<file path="src/logic/pllpd_defs.svh">
// pllpd_defs.svh: offsets, field positions, reset values and timing counts
// assumes: included by bare name from the design files of the lock monitor
`ifndef PLLPD_DEFS_SVH
`define PLLPD_DEFS_SVH

// apb register byte offsets
`define PLLPD_ADDR_W         12
`define PLLPD_OFS_ENH        12'h000
`define PLLPD_OFS_STATUS     12'h004
`define PLLPD_OFS_IRQ_STAT   12'h008
`define PLLPD_OFS_IRQ_MASK   12'h00c

// enhancement register fields
`define PLLPD_ENH_W          8
`define PLLPD_ENH_REF_DIS    0
`define PLLPD_ENH_MAIN_DIS   1
`define PLLPD_ENH_AUX_SEL    2
`define PLLPD_ENH_RST        8'h00

// status register fields
`define PLLPD_ST_LOCKED      0
`define PLLPD_ST_NODE        1
`define PLLPD_ST_UP_N        2
`define PLLPD_ST_DOWN_N      3
`define PLLPD_ST_ENH_ACT     4
`define PLLPD_ST_SERIAL      5

// interrupt status and mask fields
`define PLLPD_IRQ_W          3
`define PLLPD_IRQ_LOCK_GAIN  0
`define PLLPD_IRQ_LOCK_LOSS  1
`define PLLPD_IRQ_ENH_LOAD   2
`define PLLPD_IRQ_RST        3'h0

// lock qualification time and its cycle count at 100 MHz
`define PLLPD_CLK_PERIOD_NS  10
`define PLLPD_LOCK_TIME_NS   1000
`define PLLPD_LOCK_CYCLES    ((`PLLPD_LOCK_TIME_NS + `PLLPD_CLK_PERIOD_NS - 1) / `PLLPD_CLK_PERIOD_NS)

`endif

</file>
<file path="src/logic/pllpd_pkg.sv">
// pllpd_pkg: types shared by the lock monitor files
// assumes: constants come from pllpd_defs.svh
`default_nettype none
package pllpd_pkg;

  typedef enum logic [1:0] {
    PLLPD_UNLOCKED = 2'b01,
    PLLPD_LOCKED   = 2'b10
  } pllpd_lock_type;

endpackage
`default_nettype wire

</file>
<file path="src/logic/pllpd_sync.sv">
// pllpd_sync: two-flop synchroniser for a group of pin inputs
// assumes: inputs are asynchronous to clk; only q is read downstream
`timescale 1ns/1ps
`default_nettype none
module pllpd_sync #(
  parameter int WIDTH = 1
) (
  input  wire logic             clk,
  input  wire logic             rstn,
  input  wire logic [WIDTH-1:0] d,
  output logic      [WIDTH-1:0] q
);

  logic [WIDTH-1:0] meta_r;

  generate
    if (WIDTH < 1) begin : g_chk
      $error("pllpd_sync: WIDTH must be at least 1");
    end
  endgenerate

  always_ff @(posedge clk) begin
    if (!rstn) begin
      meta_r <= '0;
      q      <= '0;
    end else begin
      meta_r <= d;
      q      <= meta_r;
    end
  end

endmodule
`default_nettype wire

</file>
<file path="src/logic/pllpd_pfd.sv">
// pllpd_pfd: three-state phase-frequency detector on sampled divider edges
// assumes: refEdge and mainEdge are one-cycle pulses on clk
`timescale 1ns/1ps
`default_nettype none
module pllpd_pfd (
  input  wire logic clk,
  input  wire logic rstn,
  input  wire logic refEdge,
  input  wire logic mainEdge,
  output logic      pumpUpN,
  output logic      pumpDownN
);

  logic upNxt;
  logic downNxt;

  always_comb begin
    upNxt   = ~pumpUpN | refEdge;
    downNxt = ~pumpDownN | mainEdge;
    // both edges seen: reset both, so the pulses never overlap for long
    if (upNxt && downNxt) begin
      upNxt   = 1'b0;
      downNxt = 1'b0;
    end
  end

  always_ff @(posedge clk) begin
    if (!rstn) begin
      pumpUpN   <= 1'b1;
      pumpDownN <= 1'b1;
    end else begin
      pumpUpN   <= ~upNxt;
      pumpDownN <= ~downNxt;
    end
  end

endmodule
`default_nettype wire

</file>
<file path="src/logic/pllpd_top.sv">
// pllpd_top: phase detector, lock monitor, divider monitors and aux output
// assumes: divider outputs and programming pins are asynchronous to clk and
// toggle well below clk/4; apb master on clk; external pull-up on the lock pin
//
// Notes on behaviour
// - the reference divider output goes to its monitor pin unless a set enhancement bit stops it.
// - the main divider output goes to its monitor pin unless a set enhancement bit stops it.
// - an enhancement bit picks modulus select or raw prescaler output for the aux data pin.
// - enhancement bits act only while the enhancement-mode input is low.
// - down pulses low when the main divider edge leads the reference edge.
// - up pulses low when the reference divider edge leads the main edge.
// - the lock filter node is the nand of the up and down outputs.
// - the lock indicator is an open-drain inverted copy of the filtered lock node.
// - in lock the indicator floats; otherwise it drives low.
// - in serial mode with enhancement write high, each sclk rise shifts sdata in, msb first.
// - in parallel mode the eight data pins load the enhancement register on the write rise.
//
// Decided for this implementation: the APB slave port and the register addresses.
`timescale 1ns/1ps
`default_nettype none
`include "pllpd_defs.svh"
module pllpd_top #(
  parameter int LOCK_CYCLES = `PLLPD_LOCK_CYCLES
) (
  input  wire logic                      clk,
  input  wire logic                      rstn,
  // apb slave
  input  wire logic                      psel,
  input  wire logic                      penable,
  input  wire logic                      pwrite,
  input  wire logic [`PLLPD_ADDR_W-1:0]  paddr,
  input  wire logic [31:0]               pwdata,
  output logic      [31:0]               prdata,
  output logic                           pready,
  output logic                           pslverr,
  output logic                           irq,
  // divider and prescaler pins
  input  wire logic                      referenceInput,
  input  wire logic                      mainDivInput,
  input  wire logic                      modulusSelect,
  input  wire logic                      prescalerRaw,
  // programming pins
  input  wire logic                      enhModeN,
  input  wire logic                      serialMode,
  input  wire logic                      sclk,
  input  wire logic                      sdata,
  input  wire logic                      enhWrite,
  input  wire logic [`PLLPD_ENH_W-1:0]   pdata,
  // outputs to pins
  output logic                           refDivMonitor,
  output logic                           mainDivMonitor,
  output logic                           auxDataOut,
  output logic                           pumpUpN,
  output logic                           pumpDownN,
  output logic                           lockFilterNode,
  output logic                           lockIndicatorOut,
  output logic                           lockIndicatorOe
);

  localparam int SYNC_W = 9 + `PLLPD_ENH_W;
  localparam int CNT_W  = $clog2(LOCK_CYCLES + 1);

  generate
    if (LOCK_CYCLES < 1) begin : g_chk
      $error("pllpd_top: LOCK_CYCLES must be at least 1");
    end
  endgenerate

  logic [SYNC_W-1:0]        syncIn;
  logic [SYNC_W-1:0]        syncOut;
  logic                     refS;
  logic                     mainS;
  logic                     modSelS;
  logic                     prescS;
  logic                     enhNS;
  logic                     serialS;
  logic                     sclkS;
  logic                     sdataS;
  logic                     enhWrS;
  logic [`PLLPD_ENH_W-1:0]  pdataS;
  logic                     refDly_r;
  logic                     mainDly_r;
  logic                     sclkDly_r;
  logic                     enhWrDly_r;
  logic                     refEdge;
  logic                     mainEdge;
  logic                     sclkRise;
  logic                     enhWrRise;
  logic                     enhActive;
  logic [`PLLPD_ENH_W-1:0]  enh_r;
  logic                     enhLoad;
  logic [CNT_W-1:0]         lockCnt_r;
  pllpd_pkg::pllpd_lock_type lockState_r;
  logic                     locked;
  logic                     lockGain;
  logic                     lockLoss;
  logic [`PLLPD_IRQ_W-1:0]  irqStat_r;
  logic [`PLLPD_IRQ_W-1:0]  irqMask_r;
  logic [`PLLPD_IRQ_W-1:0]  irqSet;
  logic                     apbSetup;
  logic                     apbWrite;
  logic                     addrOk;
  logic [31:0]              rdNxt;

  // every divider and programming pin passes two flops before any logic reads it
  assign syncIn = {pdata, enhWrite, sdata, sclk, serialMode, enhModeN,
                   prescalerRaw, modulusSelect, mainDivInput, referenceInput};

  pllpd_sync #(
    .WIDTH (SYNC_W)
  ) u_sync (
    .clk  (clk),
    .rstn (rstn),
    .d    (syncIn),
    .q    (syncOut)
  );

  assign refS    = syncOut[0];
  assign mainS   = syncOut[1];
  assign modSelS = syncOut[2];
  assign prescS  = syncOut[3];
  assign enhNS   = syncOut[4];
  assign serialS = syncOut[5];
  assign sclkS   = syncOut[6];
  assign sdataS  = syncOut[7];
  assign enhWrS  = syncOut[8];
  assign pdataS  = syncOut[SYNC_W-1:9];

  // edge detectors on the synchronised copies
  always_ff @(posedge clk) begin
    if (!rstn) begin
      refDly_r   <= 1'b0;
      mainDly_r  <= 1'b0;
      sclkDly_r  <= 1'b0;
      enhWrDly_r <= 1'b0;
    end else begin
      refDly_r   <= refS;
      mainDly_r  <= mainS;
      sclkDly_r  <= sclkS;
      enhWrDly_r <= enhWrS;
    end
  end

  assign refEdge   = refS & ~refDly_r;
  assign mainEdge  = mainS & ~mainDly_r;
  assign sclkRise  = sclkS & ~sclkDly_r;
  assign enhWrRise = enhWrS & ~enhWrDly_r;

  // enhancement bits matter only with the mode input low
  assign enhActive = ~enhNS;

  // phase detector
  pllpd_pfd u_pfd (
    .clk       (clk),
    .rstn      (rstn),
    .refEdge   (refEdge),
    .mainEdge  (mainEdge),
    .pumpUpN   (pumpUpN),
    .pumpDownN (pumpDownN)
  );

  // enhancement register; pin loads win over a software write in the same cycle
  assign apbSetup = psel & ~penable;
  assign apbWrite = psel & penable & pready & pwrite;
  assign enhLoad  = (serialS & enhWrS & sclkRise) | (~serialS & enhWrRise);

  always_ff @(posedge clk) begin
    if (!rstn) begin
      enh_r <= `PLLPD_ENH_RST;
    end else if (serialS && enhWrS && sclkRise) begin
      enh_r <= {enh_r[`PLLPD_ENH_W-2:0], sdataS};
    end else if (!serialS && enhWrRise) begin
      enh_r <= pdataS;
    end else if (apbWrite && !pslverr && paddr == `PLLPD_OFS_ENH) begin
      enh_r <= pwdata[`PLLPD_ENH_W-1:0];
    end
  end

  // monitor and aux pins, bit positions fixed in the defs header
  always_ff @(posedge clk) begin
    if (!rstn) begin
      refDivMonitor  <= 1'b0;
      mainDivMonitor <= 1'b0;
      auxDataOut     <= 1'b0;
    end else begin
      refDivMonitor  <= refS & ~(enhActive & enh_r[`PLLPD_ENH_REF_DIS]);
      mainDivMonitor <= mainS & ~(enhActive & enh_r[`PLLPD_ENH_MAIN_DIS]);
      // aux output defaults to modulus select when enhancement is off
      auxDataOut     <= (enhActive & enh_r[`PLLPD_ENH_AUX_SEL]) ? prescS : modSelS;
    end
  end

  // lock filter node: high while either pump pulse is active
  always_ff @(posedge clk) begin
    if (!rstn) begin
      lockFilterNode <= 1'b0;
    end else begin
      lockFilterNode <= ~(pumpUpN & pumpDownN);
    end
  end

  // digital stand-in for the external capacitor: node must stay low
  // LOCK_CYCLES cycles; a single pump pulse drops lock at once
  always_ff @(posedge clk) begin
    if (!rstn) begin
      lockCnt_r   <= '0;
      lockState_r <= pllpd_pkg::PLLPD_UNLOCKED;
    end else begin
      case (lockState_r)
        pllpd_pkg::PLLPD_UNLOCKED: begin
          if (lockFilterNode) begin
            lockCnt_r <= '0;
          end else if (lockCnt_r == CNT_W'(LOCK_CYCLES - 1)) begin
            lockState_r <= pllpd_pkg::PLLPD_LOCKED;
          end else begin
            lockCnt_r <= lockCnt_r + 1'b1;
          end
        end
        pllpd_pkg::PLLPD_LOCKED: begin
          if (lockFilterNode) begin
            lockCnt_r   <= '0;
            lockState_r <= pllpd_pkg::PLLPD_UNLOCKED;
          end
        end
        default: begin
          lockCnt_r   <= '0;
          lockState_r <= pllpd_pkg::PLLPD_UNLOCKED;
        end
      endcase
    end
  end

  assign locked   = (lockState_r == pllpd_pkg::PLLPD_LOCKED);
  assign lockGain = (lockState_r == pllpd_pkg::PLLPD_UNLOCKED) && !lockFilterNode &&
                    (lockCnt_r == CNT_W'(LOCK_CYCLES - 1));
  assign lockLoss = locked && lockFilterNode;

  // open drain: output level is always low, enable pulls only when unlocked
  always_ff @(posedge clk) begin
    if (!rstn) begin
      lockIndicatorOut <= 1'b0;
      lockIndicatorOe  <= 1'b1;
    end else begin
      lockIndicatorOut <= 1'b0;
      lockIndicatorOe  <= ~locked;
    end
  end

  // interrupts: sticky, write one to clear, a new event beats the clear
  assign irqSet = {enhLoad, lockLoss, lockGain};

  always_ff @(posedge clk) begin
    if (!rstn) begin
      irqStat_r <= `PLLPD_IRQ_RST;
      irqMask_r <= `PLLPD_IRQ_RST;
    end else begin
      if (apbWrite && paddr == `PLLPD_OFS_IRQ_STAT) begin
        irqStat_r <= (irqStat_r & ~pwdata[`PLLPD_IRQ_W-1:0]) | irqSet;
      end else begin
        irqStat_r <= irqStat_r | irqSet;
      end
      if (apbWrite && paddr == `PLLPD_OFS_IRQ_MASK) begin
        irqMask_r <= pwdata[`PLLPD_IRQ_W-1:0];
      end
    end
  end

  always_ff @(posedge clk) begin
    if (!rstn) begin
      irq <= 1'b0;
    end else begin
      irq <= |((irqStat_r | irqSet) & irqMask_r);
    end
  end

  // apb decode; answer is prepared in setup so pready is a flop
  always_comb begin
    addrOk = 1'b1;
    rdNxt  = 32'h0000_0000;
    case (paddr)
      `PLLPD_OFS_ENH: begin
        rdNxt[`PLLPD_ENH_W-1:0] = enh_r;
      end
      `PLLPD_OFS_STATUS: begin
        rdNxt[`PLLPD_ST_LOCKED]  = locked;
        rdNxt[`PLLPD_ST_NODE]    = lockFilterNode;
        rdNxt[`PLLPD_ST_UP_N]    = pumpUpN;
        rdNxt[`PLLPD_ST_DOWN_N]  = pumpDownN;
        rdNxt[`PLLPD_ST_ENH_ACT] = enhActive;
        rdNxt[`PLLPD_ST_SERIAL]  = serialS;
      end
      `PLLPD_OFS_IRQ_STAT: begin
        rdNxt[`PLLPD_IRQ_W-1:0] = irqStat_r;
      end
      `PLLPD_OFS_IRQ_MASK: begin
        rdNxt[`PLLPD_IRQ_W-1:0] = irqMask_r;
      end
      default: begin
        addrOk = 1'b0;
      end
    endcase
  end

  always_ff @(posedge clk) begin
    if (!rstn) begin
      pready  <= 1'b0;
      pslverr <= 1'b0;
      prdata  <= 32'h0000_0000;
    end else if (apbSetup) begin
      pready  <= 1'b1;
      pslverr <= ~addrOk;
      prdata  <= pwrite ? 32'h0000_0000 : rdNxt;
    end else begin
      pready  <= 1'b0;
      pslverr <= 1'b0;
    end
  end

endmodule
`default_nettype wire

</file>
<file path="config.mk">
export PLATFORM = sky130hd
export DESIGN_NAME = pllpd_top
export DESIGN_NICKNAME = d
export VERILOG_FILES = /design/src/logic/pllpd_pkg.sv /design/src/logic/pllpd_sync.sv /design/src/logic/pllpd_pfd.sv /design/src/logic/pllpd_top.sv
export VERILOG_INCLUDE_DIRS = /design/src /design/src/logic
export SDC_FILE = /design/constraint.sdc
export NUM_CORES = 1
export LEC_CHECK = 0
export ABC_AREA = 0
export ABC_CLOCK_PERIOD_IN_PS = 3500
export BUFFER_PORTS_ARGS = -buffer_cell sky130_fd_sc_hd__buf_2
export CORE_UTILIZATION = 54
export CTS_CLUSTER_DIAMETER = 60
export DETAILED_ROUTE_END_ITERATION = 16
export PLACE_DENSITY = 0.95
export SLEW_MARGIN = 20
export SYNTH_ARGS = -nofsm -noshare
export SYNTH_HDL_FRONTEND = slang
export SYNTH_HIERARCHICAL = 1
export SYNTH_SLANG_ARGS = --single-unit
</file>
<file path="constraint.sdc">
create_clock -name clk -period 3.5 [get_ports clk]
set_clock_uncertainty 0.05 [all_clocks]
set_input_delay 0.525 -clock clk [delete_from_list [all_inputs] [get_ports clk]]
set_output_delay 0.525 -clock clk [all_outputs]
set_load 0.02 [all_outputs]
</file>
# ---- Word-level counts from Yosys, hierarchy flattened
# Cells that the tools add are included.
dict set report word_totals {
  reg_bits 103
  in_bits 66
  output_inout_bits 43
  elab_cells 116
}
dict set report op_classes {
  n_addsub 1
  eq_ne 10
  muxes 21
  bitwise_logic 41
  reduce_logical 21
}
# op n
set op_table {}
lappend op_table {{$mux 8} 4}
lappend op_table {{$eq 12x4->1 const B} 2}
lappend op_table {{$mux 7} 3}
lappend op_table {{$and 1x1->1} 17}
lappend op_table {{$not 1->1} 16}
lappend op_table {{$pmux 7 s2} 1}
lappend op_table {{$eq 12x3->1 const B} 1}
lappend op_table {{$logic_not 12->1} 1}
lappend op_table {{$pmux 3 s4} 1}
lappend op_table {{$logic_and 1x1->1} 11}
lappend op_table {{$mux 2} 4}
lappend op_table {{$add 7x1->7 const B} 1}
lappend op_table {{$eq 7x7->1 const B} 1}
lappend op_table {{$and 3x3->3} 2}
lappend op_table {{$ne 2x2->1 const B} 3}
lappend op_table {{$or 3x3->3} 2}
lappend op_table {{$pmux 3 s2} 1}
lappend op_table {{$mux 1} 5}
lappend op_table {{$pmux 2 s2} 1}
lappend op_table {{$reduce_and 2->1} 2}
lappend op_table {{$reduce_or 4->1} 1}
lappend op_table {{$logic_not 1->1} 3}
lappend op_table {{$mux 3} 1}
lappend op_table {{$ne 3x3->1 const B} 1}
lappend op_table {{other kinds (7)} 9}

# ---- Longest topological paths before layout
# Gate-level depths: netlist (run 1).
dict set report logic_depth {
  ltp_word 8
  depth_mapped 5
}

# ---- Cells and area by module
# The synthesis (run 1) kept the hierarchy.
# mod n_inst cells_per_inst area_per_inst_um2 seq_area_each_um2
set by_module_without_submodules {}
lappend by_module_without_submodules {pllpd_top 1 240 2202.1 860.8}
lappend by_module_without_submodules {pllpd_sync 1 71 950.9 680.7}
lappend by_module_without_submodules {pllpd_pfd 1 6 66.3 40.0}

# ---- Least setup slack after synthesis (run 1)
# Ideal clock, no wire load.
dict set report synth_path {
  path_type {input-to-reg}
  startpoint {in paddr[5]}
  endpoint {reg irqStat_r[2]}
  t_arrival_ns 1.940
  required_time_ns 3.315
  path_slack_ns 1.375
  cell_stages 4
  cell_sequence {or4_4 or4_4 o41ai_2 a31oi_1}
}
dict set report synth_between {
  elab_chain_len 3
}
# item line
set synth_rtl {}
lappend synth_rtl {{start, declared} pllpd_top.sv:31} ;# input wire logic [`PLLPD_ADDR_W-1:0] paddr,
lappend synth_rtl {{$eq 12x4->1} --}
lappend synth_rtl {{$logic_and 1x1->1 (no source line)} --}
lappend synth_rtl {{$mux 3} pllpd_top.sv:257} ;# if (apbWrite && paddr == `PLLPD_OFS_IRQ_STAT) begin
lappend synth_rtl {{end signal, assigned} pllpd_top.sv:254} ;# irqStat_r <= `PLLPD_IRQ_RST;
lappend synth_rtl {{end signal, assigned} pllpd_top.sv:258} ;# irqStat_r <= (irqStat_r & ~pwdata[`PLLPD_IRQ_W-1:0]) | irqSet;
lappend synth_rtl {{end signal, assigned} pllpd_top.sv:260} ;# irqStat_r <= irqStat_r | irqSet;
lappend synth_rtl {{end, declared} pllpd_top.sv:97} ;# logic [`PLLPD_IRQ_W-1:0] irqStat_r;
# Every way passes these cells.
# A chain may end at the register's enable or synchronous reset.

# ---- Worst setup path in the final report (run 1)
# Same ends and word-level chain as after synthesis.

==> metrics, run 1 <==
crit path max-delay cell type sky130_fd_sc_hd__or4_4; Final Hold Viols 0; warning count from the yosys run 6; max-capacitance violation count 0; leakage power figure 0.00160 uW; detailed-route vias per instance 5.60; die area 0.00627 mm^2; critical path cell sequence buf_2 -> or4_4 -> or4_4 -> o41ai_2 -> a31oi_1; sequential share of power 0.498; minimum clock period after layout 1.99 ns; Final Cycle Share 0.570; per-cell routed wire length 14.8 um; buffers from clock root to sink, at most 2; number of buffers inserted by hold repair at cts 0; final weighted congestion in routability-driven placement 0.869; post-detailed-routing wire length 6700 um; via count of the first global-routing pass 2419; DP Area 0.00348 mm^2; Die Ht 79.2 um; number of buffers inserted to repair setup after CTS 0; wire length of the first global-routing pass 10500 um; Cell variety after synth 54; number of antenna repair diodes 0; Internal Dissipation 1480 uW; Filler Cell Count 450; total CTS buffers 9; first-pass iteration count of the detailed router 6; run status finished, final reports clean; number of placed instances, taps included 438; antenna violations before repair 0; number of buffer and inverter stages on the critical path 1; Clock Sink Count 79; final max-slew violation count 0; Setup crit end kind register; Post-Layout Cell Count 453; asr flop ratio synth 0; Gate power share 0.079; total via count after detailed routing 2538; PostCTS Resize Cnt 0; worst-path fanout max 4; die width 79.2 um; worst-case hold slack 0.342 ns; initial detailed-routing violation count 240; crit-path max cell delay 0.58 ns; worst-case vdd ir drop 0.373 mV; proportion of synthesized chip area in sequential cells 0.491; Row Count 27; fin nets 444; Skew-Pair Late Insertion Delay 0.35 ns; post-DP HPWL 4530 um; count of boundary I/O pins 109; CP delay by family, top simple AND/OR/NAND/NOR gates; reported net switching power 430 uW; worst endpoint required time 3.67 ns; CTS tree yes; slew at the pin closest to its max-slew limit 0.811 ns; maximum level of the CTS H-tree 3; accumulated negative setup slack 0 ns; CP Launch Type input port; WP data arrival 2.16 ns; cell area after synthesis 0.00322 mm^2; post-route core utilization 0.660; maximum operating frequency 501 MHz; kind of critical path in2reg; count of unresolved DRC violations after routing 0; number of storage elements in the synthesis netlist 79; buffer type at the clock tree root sky130_fd_sc_hd__clkbuf_8; final cell area excluding filler cells 0.00372 mm^2; total track usage 0.220; share of total power in the clock network 0.423; area taken by flip-flops and latches 0.00158 mm^2; type of the worst min-delay path in2reg; DRT antenna net count 0; global route total overflow 0; count of flip-flops with a built-in enable after synthesis 0; post-synthesis to final-layout area growth 15.6%; Sw Ratio 0.226; register clock-pin slew on the reported worst setup and hold paths 0.08 ns; area taken by multi-input logic gates 0.00144 mm^2; cell with the most instances on the worst path sky130_fd_sc_hd__or4_4; port buffer count 59; count of endpoints failing setup in the final report 0; Starting Density 0.571; Synth Area per Inst 10.2 um^2; Top FF cell, synth sky130_fd_sc_hd__dfxtp_1; maximum number of pins on one net before global-route repair 60; setup repair after global routing missed its margin false; layout cells sized above 1 0.320; cells after synthesis 317; max-slew headroom at the worst pin 0.456; total core area 0.00564 mm^2; Power Dens Cells 513 mW/mm^2
## cell families (layout without fill, tap and decap cells)
family | after synthesis | after routing | share of synthesized area
simple gates | 111 | 111 | 0.229
fa+ha+maj | 1 | 1 | 0.00389
flops | 79 | 79 | 0.491
xor+xnor | 3 | 3 | 0.00816
mux | 7 | 7 | 0.0334
buf+inv | 49 | 89 | 0.0882
other cells | 1 | 25 | 0.00116
compound gates | 66 | 66 | 0.145
## cell usage after synthesis (3+ instances only)
cell,n,area share
sky130_fd_sc_hd__dfxtp_1,79,0.49
sky130_fd_sc_hd__and2_2,34,0.079
sky130_fd_sc_hd__buf_4,25,0.058
sky130_fd_sc_hd__nand2_1,18,0.021
sky130_fd_sc_hd__nand3_1,12,0.019
sky130_fd_sc_hd__a21oi_1,11,0.017
sky130_fd_sc_hd__a31oi_1,11,0.021
sky130_fd_sc_hd__inv_1,11,0.013
sky130_fd_sc_hd__nand4_1,8,0.016
sky130_fd_sc_hd__clkbuf_1,6,0.0070
sky130_fd_sc_hd__nor2b_1,6,0.012
sky130_fd_sc_hd__o21ai_1,6,0.0093
sky130_fd_sc_hd__o221ai_1,6,0.016
sky130_fd_sc_hd__o2bb2ai_1,6,0.016
sky130_fd_sc_hd__nor2_1,5,0.0058
sky130_fd_sc_hd__and2_1,4,0.0078
sky130_fd_sc_hd__clkbuf_2,4,0.0062
sky130_fd_sc_hd__mux2i_1,4,0.012
sky130_fd_sc_hd__o21ai_0,4,0.0062
sky130_fd_sc_hd__a211oi_1,3,0.0070
sky130_fd_sc_hd__a21boi_0,3,0.0070
sky130_fd_sc_hd__a41o_1,3,0.0093
sky130_fd_sc_hd__mux4_2,3,0.021
sky130_fd_sc_hd__nor3_1,3,0.0047
sky130_fd_sc_hd__nor3b_1,3,0.0070
sky130_fd_sc_hd__o31ai_1,3,0.0070
sky130_fd_sc_hd__or4_4,3,0.010
## layout by cell type (no fill, tap or decap), types with 5 or more instances in the layout
cell                        count
sky130_fd_sc_hd__o221ai_1       6
sky130_fd_sc_hd__and2_2        34
sky130_fd_sc_hd__nand2_1       18
sky130_fd_sc_hd__buf_2         59
sky130_fd_sc_hd__nor2_1         5
sky130_fd_sc_hd__inv_1         11
sky130_fd_sc_hd__nand4_1        8
sky130_fd_sc_hd__o21ai_1        6
sky130_fd_sc_hd__a31oi_1       11
sky130_fd_sc_hd__a21oi_1       11
sky130_fd_sc_hd__nand3_1       12
sky130_fd_sc_hd__clkbuf_8      10
sky130_fd_sc_hd__o2bb2ai_1      6
sky130_fd_sc_hd__nor2b_1        6
sky130_fd_sc_hd__conb_1        25
sky130_fd_sc_hd__dfxtp_1       79
## per-layer routing
metal  track usage  part of all wire  wire length (um)  vias to the layer above
met5             0                 0                 0                        -
met4         0.120             0.027               184                        0
met3        0.0632             0.084               560                       28
met2         0.372              0.49              3280                      163
met1         0.248              0.40              2680                     1146
li1              -                 -                 -                     1201
## state kept, by name, indices dropped and copies added (netlist names)
name             cells
lockIndicatorOe      1
pslverr              1
irq                  1
lockFilterNode       1
irqMask_r            3
prdata               8
enh_r                8
u_pfd/pumpDownN      1
u_pfd/pumpUpN        1
mainDivMonitor       1
mainDly_r            1
lockState_r          2
pready               1
enhWrDly_r           1
u_sync/meta_r       17
auxDataOut           1
lockCnt_r            7
irqStat_r            3
u_sync/q            17
sclkDly_r            1
refDivMonitor        1
refDly_r             1
## final timing paths
check | startpoint | slack (ns) | endpoint | depth (start not counted)
max | paddr[5] | 1.51 | irqStat_r[2] | 5
min | pdata[2] | 0.34 | u_sync/meta_r[11] | 2
max reg2reg | u_sync/q[5] | 1.51 | enh_r[1] | 4
min reg2reg | u_sync/meta_r[16] | 0.40 | u_sync/q[16] | 1
## stage by stage
step | total power (uW) | setup slack, ns
after global placement | 1110 | 1.19
after global routing | 1980 | 1.35
after detailed placement | 1120 | 1.14
after CTS | 1920 | 1.52
final | 1910 | 1.51
after floorplan | 1090 | 1.38
## final cells by class
class | count | share of cell area
timing repair buffer | 62 | 0.0854
sequential | 79 | 0.425
inverter | 12 | 0.0121
clock buffer | 10 | 0.0370
clock inverter | 5 | 0.0286
multi-input combinational | 213 | 0.388
tap | 72 | 0.0242
## power by group through the flow
stage	Sequential, uW	Clock [uW]	Combinational [uW]
2_1_floorplan	967	0	121
3_3_place_gp	968	0	143
3_5_place_dp	970	0	147
4_1_cts	949	824	149
5_1_grt	953	861	165
6_report	950	808	151
Power figures use the tool's default switching activity.
==> run 2, diff against run 1 <==
Settings changed: ABC_CLOCK_PERIOD_IN_PS 3500 to 1800, CORE_UTILIZATION 54 to 45, PLACE_DENSITY 0.95 to 0.86.
Clock period 3.5 ns to 1.8 ns, I/O delays scaled along.
==> metrics, run 2 (synthesis gave the netlist of run 1 again) <==
commonest cells after routing, fill and taps aside sky130_fd_sc_hd__dfxtp_1 (79), sky130_fd_sc_hd__buf_2 (59), sky130_fd_sc_hd__and2_2 (34), sky130_fd_sc_hd__conb_1 (25), sky130_fd_sc_hd__nand2_1 (18); layout cells sized above 1 0.340; number of buffers inserted to repair setup after CTS 0; DRT antenna net count 0; slew at the pin closest to its max-slew limit 0.816 ns; minimum clock period after layout 1.65 ns; leakage power figure 0.00164 uW; kind of critical path in2reg; PostCTS Resize Cnt 0; Setup crit end kind register; port buffer count 59; Final Cycle Share 0.916; per-cell routed wire length 13.4 um; post-detailed-routing wire length 6550 um; Crit. Startpoint paddr[5]; worst-case hold slack 0.0910 ns; GRT met1 Usage 0.214; Clock Sink Count 79; antenna violations before repair 0; met2 capacity usage during global routing 0.321; CP Launch Type input port; initial detailed-routing violation count 123; count of boundary I/O pins 109; maximum number of pins on one net before global-route repair 57; met3 demand-to-capacity share in global routing 0.0543; count of unresolved DRC violations after routing 0; Final Hold Viols 0; final cell area excluding filler cells 0.00382 mm^2; number of antenna repair diodes 0; worst-path fanout max 4; total CTS buffers 9; most common cell after layout, fill and taps aside sky130_fd_sc_hd__dfxtp_1; via count of the first global-routing pass 2382; type of the worst min-delay path in2reg; die area 0.00750 mm^2; die width 86.6 um; post-DP HPWL 4770 um; GRT Max-Usage Layer met2; setup repair after global routing missed its margin false; maximum level of the CTS H-tree 3; max-capacitance violation count 0; detailed-route vias per instance 5.01; final weighted congestion in routability-driven placement 0.909; buffers from clock root to sink, at most 2; number of buffers inserted by hold repair at cts 0; Skew-Pair Late Insertion Delay 0.34 ns; buffer type at the clock tree root sky130_fd_sc_hd__clkbuf_8; total via count after detailed routing 2455; wire length of the first global-routing pass 10600 um; Die Ht 86.6 um; WP data arrival 1.83 ns; final max-slew violation count 0; startpoint of the tightest hold check path mainDivInput; global route total overflow 0; CTS tree yes; register clock-pin slew on the reported worst setup and hold paths 0.08 ns; total core area 0.00687 mm^2; accumulated negative setup slack 0 ns; worst-case vdd ir drop 0.436 mV; smallest setup slack after layout 0.152 ns; max-slew headroom at the worst pin 0.452; Largest regs u_sync/meta_r: 17 flops, u_sync/q: 17 flops; worst endpoint required time 1.98 ns; count of endpoints failing setup in the final report 0; Starting Density 0.469; post-synthesis to final-layout area growth 18.6%; run status finished, final reports clean; Reg-to-Reg Start pready; Row Count 30; fin nets 456; Power Dens Cells 936 mW/mm^2; DP Area 0.00360 mm^2; maximum operating frequency 607 MHz; first-pass iteration count of the detailed router 4; pre-CTS WS -0.228 ns; total track usage 0.184
==> run 2: cell count changes in the layout (fill, tap and decap cells not counted) <==
| cell | before | now |
|---|---|---|
| sky130_fd_sc_hd__buf_4 | 3 | 15 |
| sky130_fd_sc_hd__inv_6 | 0 | 2 |
| sky130_fd_sc_hd__bufinv_16 | 3 | 2 |
| sky130_fd_sc_hd__clkbuf_1 | 0 | 1 |
| sky130_fd_sc_hd__clkbuf_8 | 10 | 9 |
| sky130_fd_sc_hd__clkinv_4 | 1 | 0 |
| sky130_fd_sc_hd__clkinvlp_4 | 1 | 2 |
==> run 2: path summary, 6_finish.rpt <==
| kind | end | slack (ns) | depth (start not counted) |
|---|---|---|---|
| hold reg to reg | u_sync/q[13] | 0.39 | 1 |
| setup reg to reg | enh_r[5] | 0.15 | 5 |
| setup / recovery | irqMask_r[2] | 0.15 | 5 |
| hold / removal | u_sync/meta_r[1] | 0.09 | 2 |
==> run 2: per-stage QoR <==
step                utilization  total power [uW]  cells
floorplan                     -              2120    341
global placement          0.524              2170    474
detailed placement        0.524              2190    474
CTS                       0.556              3610    490
global route              0.556              3730    490
finish                    0.556              3570    490
==> run 2: per-layer routing <==
metal / vias to the layer above / wire length, um
li1: 1230 / -
met1: 1118 / 2820
met3: 9 / 440
met4: 0 / 110
met2: 98 / 3180
met5: - / 0
==> run 2: critical path: stages <==
cell,delay [ns]
sky130_fd_sc_hd__buf_2,0.10
sky130_fd_sc_hd__or4_4,0.57
sky130_fd_sc_hd__or4_4,0.55
sky130_fd_sc_hd__o31ai_1,0.25
sky130_fd_sc_hd__a21oi_1,0.09
==> run 2: layout make-up <==
cell class              instances  area, um^2
fillers                       605        3050
flip-flops and latches         79        1580
multi-input cells             213        1440
repair buffers                 74         408
clock buffers                  10         128
well taps                      96         120
clock inverters                 6        92.6
inverters                      12        45.0
==> run 2: power breakdown <==
part           switching, uW  internal, uW
combinational            180           123
sequential              38.1          1810
clock                    635           791
==> run 3, diff against run 2 <==
Settings changed: ABC_CLOCK_PERIOD_IN_PS 1800 to 1850, CORE_UTILIZATION 45 to 50, PLACE_DENSITY 0.86 to 0.89.
Clock period 1.8 ns to 1.85 ns, I/O delays scaled along.
==> metrics, run 3 (synthesis gave the netlist of run 1 again) <==
run status finished, final reports clean; leakage power figure 0.00162 uW; antenna violations before repair 0; Filler Cell Count 523; post-detailed-routing wire length 6570 um; worst-case vdd ir drop 0.660 mV; first-pass iteration count of the detailed router 4; worst endpoint required time 2.04 ns; count of unresolved DRC violations after routing 0; detailed-route vias per instance 5.38; per-cell routed wire length 14.0 um; total via count after detailed routing 2520; wire length of the first global-routing pass 10400 um; Skew-Pair Late Insertion Delay 0.35 ns; count of endpoints failing setup in the final report 0; worst-case hold slack 0.0939 ns; type of the worst min-delay path in2reg; count of boundary I/O pins 109; register clock-pin slew on the reported worst setup and hold paths 0.08 ns; Die Ht 82.2 um; fin nets 455; layout cells sized above 1 0.338; number of placed instances, taps included 452; maximum level of the CTS H-tree 3; number of buffers inserted to repair setup after CTS 0; Row Count 28; most common cell after layout, fill and taps aside sky130_fd_sc_hd__dfxtp_1; Setup crit end kind register; die area 0.00676 mm^2; CP Launch Type input port; post-DP HPWL 4770 um; post-synthesis to final-layout area growth 16.2%; Starting Density 0.531; CP delay by family, top simple AND/OR/NAND/NOR gates; die width 82.2 um; max-slew headroom at the worst pin 0.493; number of buffer and inverter stages on the critical path 1; port buffer count 59; post-route core utilization 0.617; internal reg-to-reg setup slack 0.25 ns; crit path max-delay cell type sky130_fd_sc_hd__or4_4; number of buffers inserted by hold repair at cts 0; via count of the first global-routing pass 2316; Final Hold Viols 0; Post-Layout Cell Count 468; DRT antenna net count 0; max-capacitance violation count 0; total CTS buffers 9; total core area 0.00606 mm^2; total track usage 0.207; critical path cell sequence buf_2 -> or4_4 -> or4_4 -> o41ai_2 -> a31oi_1; initial detailed-routing violation count 255; accumulated negative setup slack 0 ns; maximum operating frequency 602 MHz; Final Cycle Share 0.897; buffer type at the clock tree root sky130_fd_sc_hd__clkbuf_8; buffers from clock root to sink, at most 2; PostCTS Resize Cnt 0; Clock Sink Count 79; area taken by flip-flops and latches 0.00158 mm^2; kind of critical path in2reg; crit-path max cell delay 0.57 ns; Largest regs u_sync/meta_r: 17 flops, u_sync/q: 17 flops; setup repair after global routing missed its margin false; global route total overflow 0; WP data arrival 1.85 ns; slew at the pin closest to its max-slew limit 0.756 ns; final weighted congestion in routability-driven placement 0.852; final max-slew violation count 0; CTS tree yes; Power Dens Cells 863 mW/mm^2; minimum clock period after layout 1.66 ns; worst-path fanout max 4; area taken by multi-input logic gates 0.00144 mm^2; number of antenna repair diodes 0; maximum number of pins on one net before global-route repair 57; cell with the most instances on the worst path sky130_fd_sc_hd__or4_4; commonest cells after routing, fill and taps aside sky130_fd_sc_hd__dfxtp_1 (79), sky130_fd_sc_hd__buf_2 (59), sky130_fd_sc_hd__and2_2 (34), sky130_fd_sc_hd__conb_1 (25), sky130_fd_sc_hd__nand2_1 (18)
-- run 3: through the flow --
| step | cell area [um^2] | total power (uW) | setup slack, ns |
|---|---|---|---|
| CTS | 3740 | 3240 | 0.205 |
| finish | 3740 | 3230 | 0.190 |
| floorplan | 3310 | 2060 | -0.0268 |
| global route | 3740 | 3370 | 0.0734 |
| global placement | 3560 | 2110 | -0.155 |
| detailed placement | 3560 | 2130 | -0.172 |
-- run 3: final timing paths --
check	to	depth (start not counted)	start
min	u_sync/meta_r[11]	2	pdata[2]
min reg2reg	u_sync/q[6]	1	u_sync/meta_r[6]
max	irqStat_r[2]	5	paddr[5]
max reg2reg	enh_r[5]	5	pready
-- run 3: metal layers --
layer	wire length [um]	global-route usage
met5	0	0
met4	83	0.0877
met3	480	0.0549
met2	3130	0.344
met1	2870	0.253
-- run 3: where the power goes --
| part | switching, uW | internal, uW |
|---|---|---|
| Sequential | 36.5 | 1760 |
| Combinational | 176 | 120 |
| Clock | 617 | 521 |
-- run 3: final cells by class --
cell class,count,share of cell area
Clock buffer,11,0.0378
Clock inverter,5,0.00903
Inverter,12,0.0120
Multi-Input combinational cell,213,0.386
Sequential cell,79,0.423
Tap cell,75,0.0251
Timing Repair Buffer,73,0.107
